$ cat src/verilog/pph_pkg.sv
// ======================================================================
// Shared constants and types
package pph_pkg;
  localparam int          NPORT      = 2;
  localparam logic        PORT_A     = 1'b0;
  localparam logic        PORT_B     = 1'b1;
  localparam logic [1:0]  MODE_OUT   = 2'h0;
  localparam logic [1:0]  MODE_IN    = 2'h1;
  localparam logic [1:0]  MODE_BI    = 2'h2;
  localparam logic [1:0]  MODE_BIT   = 2'h3;
  localparam logic [3:0]  ID_MODE    = 4'hF;
  localparam logic [3:0]  ID_ICW     = 4'h7;
  localparam logic [3:0]  ID_IE_ONLY = 4'h3;
  localparam int          ID_MSB     = 3;
  localparam int          IE_ONLY_MSB = 3;
  localparam int          MODE_MSB   = 7;
  localparam int          MODE_LSB   = 6;
  localparam int          BIT_EN     = 7;
  localparam int          BIT_AND    = 6;
  localparam int          BIT_HIGH   = 5;
  localparam int          BIT_MASKF  = 4;
  localparam int          BIT_VEC    = 0;
  localparam logic [7:0]  OPC_PREFIX = 8'hED;
  localparam logic [7:0]  OPC_RETURN_FROM_IRQ_OPCODE   = 8'h4D;
  localparam logic [7:0]  ALL_ONES   = 8'hFF;
  localparam logic [7:0]  ALL_ZEROS  = 8'h00;

  typedef enum logic [1:0] {EXP_NONE, EXP_DIR, EXP_MASK} pph_expect_type;

  typedef struct packed {
    logic       strobe_n;
    logic [7:0] data;
  } pph_pin_in_type;

  typedef struct packed {
    logic       ready;
    logic [7:0] data;
    logic [7:0] oe;
  } pph_pin_out_type;

  typedef struct packed {
    logic [1:0]     mode;
    logic [7:0]     outr;
    logic [7:0]     inr;
    logic [7:0]     dir;
    logic [7:0]     mask;
    logic [7:0]     vec;
    pph_expect_type expect_w;
    logic           ie;
    logic           arm;
    logic           en_want;
    logic           and_or;
    logic           hi_lo;
    logic           rdy;
    logic           full;
    logic           force_lo;
    logic           ev;
    logic           ip;
    logic           ius;
    logic           eq_q;
    logic           stb_q;
  } pph_port_type;

  typedef struct packed {
    pph_port_type [NPORT-1:0] port;
    logic       io_q;
    logic       wr_q;
    logic       dq;
    logic       pq;
    logic       hq;
    logic       m1_q;
    logic       ack_seen;
    logic       ackv;
    logic       ed;
    logic [7:0] opc;
    logic [7:0] dout;
    logic       doe;
  } pph_state_type;

  localparam pph_port_type PORT_RST = '{mode: MODE_IN, mask: ALL_ONES, dir: ALL_ONES,
                                        expect_w: EXP_NONE, default: '0};
  localparam pph_state_type STATE_RST = '{port: '{PORT_RST, PORT_RST}, default: '0};
endpackage : pph_pkg

$ cat src/verilog/pph_parallel_port.sv
`timescale 1ns/1ps
module pph_parallel_port (
  // Clock and reset
  input  wire logic                                 CLK,
  input  wire logic                                 RST_N,
  input  wire logic                                 CKE,
  // Host bus
  input  wire logic                                 CE_N,
  input  wire logic                                 BA_SEL,
  input  wire logic                                 CD_SEL,
  input  wire logic                                 M1_N,
  input  wire logic                                 IO_REQUEST_STROBE_N,
  input  wire logic                                 RD_N,
  input  wire logic [7:0]                           D_IN,
  output logic      [7:0]                           D_OUT,
  output logic                                      D_OE,
  // Interrupt chain
  output logic                                      INT_OUT,
  output logic                                      INT_OE,
  input  wire logic                                 CHAIN_ENABLE_IN,
  output logic                                      CHAIN_ENABLE_OUT,
  // Peripheral ports, index 0 is port A
  input  wire pph_pkg::pph_pin_in_type [pph_pkg::NPORT-1:0]  PORT_IN,
  output pph_pkg::pph_pin_out_type     [pph_pkg::NPORT-1:0]  PORT_OUT
);
  // ====================================================================
  // State
  pph_pkg::pph_state_type s_q;
  pph_pkg::pph_state_type s_d;
  logic [pph_pkg::NPORT:0]   chain;
  logic [pph_pkg::NPORT-1:0] int_bit;
  logic                      io_act;
  logic                      bi_a;

  assign io_act = ~CE_N & ~IO_REQUEST_STROBE_N & M1_N;
  assign bi_a   = s_q.port[pph_pkg::PORT_A].mode == pph_pkg::MODE_BI;

  // ====================================================================
  // Daisy chain and pin outputs
  assign chain[0] = CHAIN_ENABLE_IN;
  generate
    for (genvar g = 0; g < pph_pkg::NPORT; g++) begin : g_port
      // Combinational ripple keeps chain delay to one gate per port
      assign chain[g+1] = chain[g] & ~s_q.port[g].ius &
                          ~(s_q.port[g].ip & s_q.port[g].ie & ~s_q.ed);
      assign int_bit[g] = chain[g] & s_q.port[g].ip & s_q.port[g].ie & ~s_q.port[g].ius;
      assign PORT_OUT[g].ready = s_q.port[g].rdy & ~s_q.port[g].force_lo &
                                 ((s_q.port[g].mode != pph_pkg::MODE_BIT) |
                                  ((g == pph_pkg::PORT_B) & bi_a));
      assign PORT_OUT[g].data  = s_q.port[g].outr;
      assign PORT_OUT[g].oe    = (s_q.port[g].mode == pph_pkg::MODE_OUT) ? pph_pkg::ALL_ONES :
                                 (s_q.port[g].mode == pph_pkg::MODE_BIT) ? ~s_q.port[g].dir :
                                 ((s_q.port[g].mode == pph_pkg::MODE_BI) & ~PORT_IN[g].strobe_n) ?
                                 pph_pkg::ALL_ONES : pph_pkg::ALL_ZEROS;
    end
  endgenerate
  assign CHAIN_ENABLE_OUT = chain[pph_pkg::NPORT];
  assign INT_OUT          = 1'b0;
  assign INT_OE           = |int_bit;
  assign D_OUT            = s_q.dout;
  assign D_OE             = s_q.doe;

  // ====================================================================
  // Next state
  always_comb begin
    logic       pi;
    logic       hi;
    logic       return_from_irq_opcode;
    logic       m1_rise;
    logic       hit;
    logic       rise;
    logic       eq;
    logic [7:0] val;
    logic [7:0] lvl;
    pi      = BA_SEL;
    hi      = BA_SEL;
    return_from_irq_opcode    = 1'b0;
    hit     = 1'b0;
    rise    = 1'b0;
    eq      = 1'b0;
    val     = pph_pkg::ALL_ZEROS;
    lvl     = pph_pkg::ALL_ZEROS;
    s_d     = s_q;
    m1_rise = s_q.m1_q & M1_N;
    s_d.io_q = io_act;
    s_d.m1_q = ~M1_N;

    // Opcode watch for the return sequence
    if (~M1_N & ~RD_N & IO_REQUEST_STROBE_N) begin
      s_d.opc = D_IN;
    end
    if (m1_rise) begin
      return_from_irq_opcode         = s_q.ed & (s_q.opc == pph_pkg::OPC_RETURN_FROM_IRQ_OPCODE);
      s_d.ed       = (s_q.opc == pph_pkg::OPC_PREFIX) & ~s_q.ack_seen;
      s_d.ack_seen = 1'b0;
    end
    if (~M1_N & ~IO_REQUEST_STROBE_N) begin
      s_d.ack_seen = 1'b1;
    end

    // Host access start
    if (io_act & ~s_q.io_q) begin
      hi     = (~BA_SEL & bi_a & ~RD_N) ? pph_pkg::PORT_B : BA_SEL;
      s_d.wr_q = RD_N;
      s_d.dq   = ~CD_SEL;
      s_d.pq   = pi;
      s_d.hq   = hi;
      if (~CD_SEL) begin
        if (RD_N) begin
          s_d.port[pi].outr = D_IN;
        end
        if (s_q.port[hi].rdy) begin
          s_d.port[hi].force_lo = 1'b1;
        end
      end else if (RD_N) begin
        case (s_q.port[pi].expect_w)
          pph_pkg::EXP_DIR: begin
            s_d.port[pi].dir      = D_IN;
            s_d.port[pi].expect_w = pph_pkg::EXP_NONE;
          end
          pph_pkg::EXP_MASK: begin
            s_d.port[pi].mask     = D_IN;
            s_d.port[pi].arm      = s_q.port[pi].en_want;
            s_d.port[pi].expect_w = pph_pkg::EXP_NONE;
          end
          default: begin
            if (D_IN[pph_pkg::ID_MSB:0] == pph_pkg::ID_MODE) begin
              // Port B refuses bidirectional, it has no spare handshake
              if (!(pi == pph_pkg::PORT_B && D_IN[pph_pkg::MODE_MSB:pph_pkg::MODE_LSB] == pph_pkg::MODE_BI)) begin
                s_d.port[pi].mode = D_IN[pph_pkg::MODE_MSB:pph_pkg::MODE_LSB];
                if (D_IN[pph_pkg::MODE_MSB:pph_pkg::MODE_LSB] == pph_pkg::MODE_BIT) begin
                  s_d.port[pi].expect_w = pph_pkg::EXP_DIR;
                end
              end
            end else if (D_IN[pph_pkg::ID_MSB:0] == pph_pkg::ID_ICW) begin
              s_d.port[pi].and_or  = D_IN[pph_pkg::BIT_AND];
              s_d.port[pi].hi_lo   = D_IN[pph_pkg::BIT_HIGH];
              s_d.port[pi].en_want = D_IN[pph_pkg::BIT_EN];
              s_d.port[pi].arm     = D_IN[pph_pkg::BIT_EN] & ~D_IN[pph_pkg::BIT_MASKF];
              if (!D_IN[pph_pkg::BIT_EN]) begin
                s_d.port[pi].ie = 1'b0;
              end
              if (D_IN[pph_pkg::BIT_MASKF]) begin
                s_d.port[pi].ip       = 1'b0;
                s_d.port[pi].ev       = 1'b0;
                s_d.port[pi].expect_w = pph_pkg::EXP_MASK;
              end
            end else if (D_IN[pph_pkg::IE_ONLY_MSB:0] == pph_pkg::ID_IE_ONLY) begin
              s_d.port[pi].arm = D_IN[pph_pkg::BIT_EN];
              if (!D_IN[pph_pkg::BIT_EN]) begin
                s_d.port[pi].ie = 1'b0;
              end
            end else if (!D_IN[pph_pkg::BIT_VEC]) begin
              s_d.port[pi].vec = D_IN;
            end
          end
        endcase
      end
    end

    // Host access end
    if (~io_act & s_q.io_q & s_q.dq) begin
      s_d.port[s_q.hq].force_lo = 1'b0;
      if (s_q.wr_q) begin
        if (s_q.port[s_q.hq].mode == pph_pkg::MODE_OUT || s_q.port[s_q.hq].mode == pph_pkg::MODE_BI) begin
          s_d.port[s_q.hq].rdy = 1'b1;
        end
      end else if (s_q.port[s_q.pq].mode == pph_pkg::MODE_IN ||
                   (s_q.pq == pph_pkg::PORT_A && bi_a)) begin
        s_d.port[s_q.hq].full = 1'b0;
        s_d.port[s_q.hq].rdy  = 1'b1;
      end
    end

    // Read data and acknowledge vector, both from flops
    s_d.doe = 1'b0;
    if (io_act & ~RD_N & ~CD_SEL) begin
      s_d.doe = 1'b1;
      case (s_q.port[pi].mode)
        pph_pkg::MODE_OUT: s_d.dout = s_q.port[pi].outr;
        pph_pkg::MODE_BIT: s_d.dout = (s_q.port[pi].outr & ~s_q.port[pi].dir) |
                                      (s_q.port[pi].inr & s_q.port[pi].dir);
        default:           s_d.dout = s_q.port[pi].inr;
      endcase
    end
    s_d.ackv = 1'b0;
    if (~M1_N & ~IO_REQUEST_STROBE_N) begin
      s_d.ackv = s_q.ackv;
      if (!s_q.ackv) begin
        for (int k = 0; k < pph_pkg::NPORT; k++) begin
          if (!hit && chain[k] && int_bit[k]) begin
            hit             = 1'b1;
            s_d.dout        = s_q.port[k].vec;
            s_d.port[k].ius = 1'b1;
            s_d.port[k].ip  = 1'b0;
          end
        end
        s_d.ackv = hit;
      end
      s_d.doe = s_d.ackv;
    end

    // Per-port handshake and interrupt events
    for (int k = 0; k < pph_pkg::NPORT; k++) begin
      rise             = s_q.port[k].stb_q & PORT_IN[k].strobe_n;
      s_d.port[k].stb_q = ~PORT_IN[k].strobe_n;
      // An event while a request is pending merges into it, none is queued
      if (M1_N && s_q.port[k].ev) begin
        s_d.port[k].ip = 1'b1;
        s_d.port[k].ev = 1'b0;
      end
      if (return_from_irq_opcode && chain[k] && s_q.port[k].ius) begin
        s_d.port[k].ius = 1'b0;
      end
      if (m1_rise && !s_q.ack_seen && s_q.port[k].arm) begin
        s_d.port[k].ie  = 1'b1;
        s_d.port[k].arm = 1'b0;
      end
      s_d.port[k].eq_q = 1'b0;
      case (s_q.port[k].mode)
        pph_pkg::MODE_OUT: begin
          if (rise) begin
            s_d.port[k].rdy = 1'b0;
            s_d.port[k].ev  = 1'b1;
          end
        end
        pph_pkg::MODE_IN: begin
          if (~PORT_IN[k].strobe_n & ~s_q.port[k].full) begin
            s_d.port[k].inr = PORT_IN[k].data;
          end
          if (rise) begin
            s_d.port[k].full = 1'b1;
            s_d.port[k].rdy  = 1'b0;
            s_d.port[k].ev   = 1'b1;
          end
        end
        pph_pkg::MODE_BI: begin
          if (rise) begin
            s_d.port[k].rdy = 1'b0;
            s_d.port[k].ev  = 1'b1;
          end
          if (~PORT_IN[pph_pkg::PORT_B].strobe_n & ~s_q.port[pph_pkg::PORT_B].full) begin
            s_d.port[k].inr = PORT_IN[k].data;
          end
        end
        default: begin
          if (RD_N) begin
            s_d.port[k].inr = PORT_IN[k].data;
          end
          val = (s_q.port[k].outr & ~s_q.port[k].dir) | (PORT_IN[k].data & s_q.port[k].dir);
          lvl = s_q.port[k].hi_lo ? val : ~val;
          eq  = s_q.port[k].and_or ? ((&(lvl | s_q.port[k].mask)) & ~(&s_q.port[k].mask)) :
                                     (|(lvl & ~s_q.port[k].mask));
          s_d.port[k].eq_q = eq;
          if (eq && !s_q.port[k].eq_q && s_q.port[k].ie) begin
            s_d.port[k].ev = 1'b1;
          end
          // B input half of a bidirectional A shares B's flags and vector
          if (k == pph_pkg::PORT_B && bi_a && rise) begin
            s_d.port[k].full = 1'b1;
            s_d.port[k].rdy  = 1'b0;
            s_d.port[k].ev   = 1'b1;
          end
        end
      endcase
    end
  end

  always_ff @(posedge CLK) begin
    if (!RST_N) begin
      s_q <= pph_pkg::STATE_RST;
    end else if (CKE) begin
      s_q <= s_d;
    end
  end
endmodule : pph_parallel_port

$ cat config.mk
export PLATFORM = sky130hd
export DESIGN_NAME = pph_parallel_port
export DESIGN_NICKNAME = d
export VERILOG_FILES = /design/src/verilog/pph_pkg.sv /design/src/verilog/pph_parallel_port.sv
export SDC_FILE = /design/constraint.sdc
export NUM_CORES = 1
export LEC_CHECK = 0
export BUFFER_PORTS_ARGS = -buffer_cell sky130_fd_sc_hd__buf_4
export CORE_MARGIN = 1.5
export CORE_UTILIZATION = 54
export DETAILED_ROUTE_END_ITERATION = 6
export GPL_ROUTABILITY_DRIVEN = 0
export MAX_ROUTING_LAYER = met4
export PLACE_DENSITY = 0.8
export SYNTH_ARGS = -nofsm -noshare
export SYNTH_HDL_FRONTEND = slang
export SYNTH_SLANG_ARGS = --single-unit
$ cat constraint.sdc
create_clock -name CLK -period 3.6 [get_ports CLK]
set_input_delay 0.9 -clock CLK [delete_from_list [all_inputs] [get_ports CLK]]
set_output_delay 0.9 -clock CLK [all_outputs]
set_load 0.02 [all_outputs]
Word level (Yosys, flattened, before mapping)

Cells that the tools add are included.

Flip-flop bits (word level): 140
Input bits: 36

Magnitude comparators: 7
Eq/ne operators: 20
Muxes and demuxes: 156
Bitwise logic cells: 87
Reduce and logical (&&, ||, !) cells: 50

Operator list:

| kind               | number |
|---|---|
| $mux 114           | 26 |
| $bwmux 114         | 24 |
| $demux 57 s1       | 17 |
| $mux 57            | 7 |
| $pmux 114 s2       | 1 |
| $mux 8             | 19 |
| $and 8x8->8        | 8 |
| $not 8->8          | 7 |
| $mux 55            | 1 |
| $and 1x1->1        | 42 |
| $or 8x8->8         | 5 |
| $mux 39            | 1 |
| $pmux 8 s2         | 2 |
| $reduce_and 8->1   | 4 |
| $mux 31            | 1 |
| $mux 9             | 3 |
| $mux 1             | 26 |
| $mux 2             | 13 |
| $not 1->1          | 24 |
| $pmux 8 s3         | 1 |
| $mux 23            | 1 |
| $logic_and 1x1->1  | 22 |
| $eq 2x2->1 const B | 9 |
| $reduce_or 8->1    | 2 |
| 27 further kinds   | 54 |

Longest topological paths before layout

Depth after elaboration: 39
Gate-level depth with buffers: 12
Gate-level depth less buffers: 8

Worst setup path before layout

Ideal clock, no wire load.

Kind: in2reg
From: in BA_SEL
To: reg s_q[100] (netlist bit)
Setup time: 0.066 ns
Data arrival time: 3.639 ns
Data required time: 3.534 ns
Setup slack: -0.105 ns
Stages: 11
Buffers on the path: 4
Path through: clkbuf_1 -> clkbuf_1 -> buf_1 -> mux2i_1 -> inv_1 -> ha_1 -> buf_1 -> nand2_1 -> nor3_1 -> a22oi_1 -> nor2_1

Word-level cells in the longest chain between the ends: 29
Elaborated cells between the ends (all ways): 80

Ends and longest elaborated chain:

| what                 | line                     | RTL |
|---|---|---|
| start, declared      | pph_parallel_port.sv:9   | `input wire logic BA_SEL,` |
| $demux 57 s1         | pph_parallel_port.sv:136 | `s_d.port[pi].and_or = D_IN[pph_pkg::BIT_AND];` |
| $bwmux 114           | pph_parallel_port.sv:136 |  |
| $bwmux 114           | pph_parallel_port.sv:137 | `s_d.port[pi].hi_lo = D_IN[pph_pkg::BIT_HIGH];` |
| $bwmux 114           | pph_parallel_port.sv:138 | `s_d.port[pi].en_want = D_IN[pph_pkg::BIT_EN];` |
| $bwmux 114           | pph_parallel_port.sv:139 | `s_d.port[pi].arm = D_IN[pph_pkg::BIT_EN] & ~D_IN[pph_pkg::BIT_MASKF];` |
| $bwmux 114           | pph_parallel_port.sv:141 | `s_d.port[pi].ie = 1'b0;` |
| $mux 114             | pph_parallel_port.sv:140 | `if (!D_IN[pph_pkg::BIT_EN]) begin` |
| $mux 114             | pph_parallel_port.sv:135 | `end else if (D_IN[pph_pkg::ID_MSB:0] == pph_pkg::ID_ICW) begin` |
| [... 13 more ...]    | -                        |  |
| $mux 114 (*)         | pph_parallel_port.sv:108 | `if (~CD_SEL) begin` |
| $mux 114 (*)         | pph_parallel_port.sv:102 | `if (io_act & ~s_q.io_q) begin` |
| $bwmux 114           | pph_parallel_port.sv:163 | `s_d.port[s_q.hq].force_lo = 1'b0;` |
| $bwmux 114           | pph_parallel_port.sv:170 | `s_d.port[s_q.hq].full = 1'b0;` |
| $bwmux 114           | pph_parallel_port.sv:171 | `s_d.port[s_q.hq].rdy = 1'b1;` |
| $mux 114             | pph_parallel_port.sv:168 | `end else if (s_q.port[s_q.pq].mode == pph_pkg::MODE_IN \|\|` |
| $mux 114             | pph_parallel_port.sv:164 | `if (s_q.wr_q) begin` |
| $mux 114 (*)         | pph_parallel_port.sv:162 | `if (~io_act & s_q.io_q & s_q.dq) begin` |
| end signal, assigned | pph_parallel_port.sv:271 | `s_q <= pph_pkg::STATE_RST;` |
| end, declared        | pph_parallel_port.sv:28  | `pph_pkg::pph_state_type s_q;` |

Every way passes the cells marked *; elsewhere a longest branch is shown, timed or not. The select of a mux whose other input is x is not followed.
A chain may end at the register's enable or synchronous reset.

==> metrics.cfg <==
[floorplanning]
core_mm2 = 0.0139
die_w_um = 122
start_util = 0.552
die_h_um = 122
dieArea_mm2 = 0.0149
rows = 43
io_pins = 82

[timing]
slew_viol_final = 0
setup_ws_ns = 0.469
setup_violations = 0
grt_setup_unrepaired = false
post-route-min-period_ns = 3.13
hold_ws_ns = 0.459
fin_skew_ns = 0.00722
tns_ns = 0
maxSlewHeadroom = 0.443
fmax_mhz = 319
worst-slew-pin-transition_ns = 0.828
fin_crit_sh = 0.870
hold_viol = 0

[worst_setup_path]
cp.required_ns = 2.70
cp_cell_sequence = ha_1, nor2_1, a21oi_1, o21ai_0, buf_4
regToRegStartpoint = s_q[82]
end_kind = primary output
crit_slowest_cell = a21oi_1
r2r_end = D_OUT[5]
cp-start-kind = register
cp_data_arrival_time_ns = 2.23
reg2reg_depth = 6
critPathKind = register to primary output
critical_path.max_fanout = 10
slowest_delay_ns = 0.50
reg2reg_slack_ns = 1.13

[worst_hold_path]
min_from = s_q[84]
min_to = s_q[87]
hp-class = register to register
hold_depth = 1

[clocking]
postCtsSetupBuffers = 0
cts_tree = built
post_cts_resized = 0
cts.sinks = 140
clk_pin_slew_ns = 0.06
cts_made_buffers = 17
cts_max_path_buffers = 2
clockRootBuffer = clkbuf_16
htreeDepth = 4
ctsHoldBuffers = 0
clock_latency_ns = 0.42

[routing]
via_per_inst = 6.52
drt_iter0_drc = 1040
antenna_left = 0
dr.pass1.iters = 7
drc = 4
vias = 7326
routed_wl_um = 23100
wl_per_cell_um = 20.5

[global_routing]
grt_pass1_vias = 6631
grt_pass1_wl_um = 35500
grt_max_degree = 105
antenna_found_initial = 0
gr-usage-all-layers = 0.320
overflow = 0

[layout]
fill_cells = 1187
antenna_cells = 0
area_growth_pct = 14.8
layout_commonest_cell = dfxtp_1
fin_util = 0.634
finalNonFillerCells = 1124
fin_area_mm2 = 0.00880
mostFrequentLayoutCells = 140 x dfxtp_1, 113 x nor2_1, 94 x buf_4
nets = 975
drive_gt1_frac = 0.160

[placement]
place_ws_ns = 0.278
dpl.cell_count = 1092
placement.io_buffers = 80
place_area_mm2 = 0.00816
dp_hpwl_um = 15600

[logic_synthesis]
avgSynthCellArea_um2 = 8.41
synth_fp_nets = 955
ys.warnings.count = 0
synth-seq-cells = 140
synth_flop_cell = dfxtp_1
synthDistinctLibCells = 72
synthCells = 911
ys_seq_area_frac = 0.366
synth.cell_area_mm2 = 0.00766
async_reset_ff_frac = 0
synth-edff-count = 0

[run_status]
violations = DRC
outcome = finished, violations left

[power_and_ir_drop]
ir_drop_mv = 0.423
fin_total_pwr_mw = 3.82
leakage_nw = 3.61
powerDensity_mw_per_mm2 = 434

[flow_run]
max_cap_violations = 0

-- Yosys cell counts, types with 3 or more instances --
| cell | count | area (µm²) |
|---|---|---|
| a211o_1 | 9 | 78.8 |
| a211oi_1 | 3 | 22.5 |
| a21o_1 | 13 | 97.6 |
| a21oi_1 | 34 | 170 |
| a221o_1 | 34 | 340 |
| a222oi_1 | 9 | 90.1 |
| a22oi_1 | 45 | 338 |
| a41oi_1 | 9 | 78.8 |
| and2_1 | 5 | 31.3 |
| and3_1 | 10 | 62.6 |
| and3b_1 | 4 | 35.0 |
| buf_1 | 7 | 26.3 |
| buf_2 | 8 | 40.0 |
| buf_4 | 26 | 195 |
| clkbuf_1 | 53 | 199 |
| dfxtp_1 | 140 | 2800 |
| ha_1 | 8 | 100 |
| inv_1 | 22 | 82.6 |
| mux2_2 | 11 | 124 |
| mux2i_1 | 57 | 571 |
| nand2_1 | 64 | 240 |
| nand2b_1 | 8 | 50.1 |
| nand3_1 | 20 | 100 |
| nand4_1 | 11 | 68.8 |
| nand4b_1 | 6 | 52.6 |
| nor2_1 | 113 | 424 |
| nor2b_1 | 12 | 75.1 |
| nor3_1 | 13 | 65.1 |
| nor3_2 | 3 | 30.0 |
| nor4_1 | 4 | 25.0 |
| o21a_1 | 8 | 60.1 |
| o21ai_0 | 57 | 285 |
| o221ai_1 | 9 | 78.8 |
| o22ai_1 | 5 | 31.3 |
| o41ai_1 | 5 | 43.8 |
| or3_1 | 5 | 31.3 |
| xnor2_1 | 5 | 43.8 |
| xor2_1 | 7 | 61.3 |
-- worst max-delay path: cells and delay by family, from the launching register on --
family / cells / cell delay, ns
adders and majority gates: 1 / 0.39
buffers and inverters: 1 / 0.20
and+or+nand+nor: 1 / 0.08
DFF: 1 / 0.42
AOI/OAI and AO/OA: 2 / 0.70
-- worst max-delay path by stage --
stage | from | end | slack [ns] | cells after the start
floorplan | BA_SEL | s_q[37] | 0.002 | 12
global placement | BA_SEL | s_q[37] | 0.37 | 9
detailed placement | BA_SEL | s_q[37] | 0.28 | 9
CTS | s_q[139] | PORT_OUT[22] | 0.47 | 5
global route | s_q[138] | PORT_OUT[18] | 0.34 | 5
finish | s_q[138] | PORT_OUT[22] | 0.47 | 5
-- kinds of logic (layout without fill, tap and decap cells) --
kind of cell / count (synthesis) / after routing / share of synthesized area
AOI/OAI and AO/OA: 266 / 266 / 0.253
xor gates and xnor gates: 12 / 12 / 0.0137
adders and majority gates: 8 / 8 / 0.0131
buffers and inverters: 118 / 151 / 0.0719
DFF: 140 / 140 / 0.366
muxes: 68 / 68 / 0.0906
other: 1 / 1 / 0.000489
and+or+nand+nor: 298 / 298 / 0.192
-- per-layer routing --
| layer | up-vias | global-route usage | part of all wire |
|---|---|---|---|
| li1 | 3385 | - | - |
| met1 | 3513 | 0.423 | 0.43 |
| met2 | 361 | 0.478 | 0.46 |
| met3 | 67 | 0.0660 | 0.085 |
| met4 | 0 | 0.131 | 0.034 |
| met5 | - | - | 0 |
-- report_power, final --
group	switching [mW]	internal (mW)
clock	0.675	1.24
combinational	0.189	0.110
sequential	0.0236	1.58
total	0.888	2.93
-- final cells by class --
type                            count  area, µm²  share of cell area
Multi-Input combinational cell    653       4310               0.490
Tap cell                          180        225              0.0256
Clock buffer                       20        447              0.0508
Timing Repair Buffer               95        726              0.0825
Clock inverter                     12        194              0.0220
Inverter                           24       91.3              0.0104
Sequential cell                   140       2800               0.318
-- sequential cells by signal, indices dropped and copies added, names as in the netlist --
register  count
s_q         115
PORT_OUT     16
D_OUT         8
D_OE          1
Note: power is estimated with default switching activity, not from simulation.
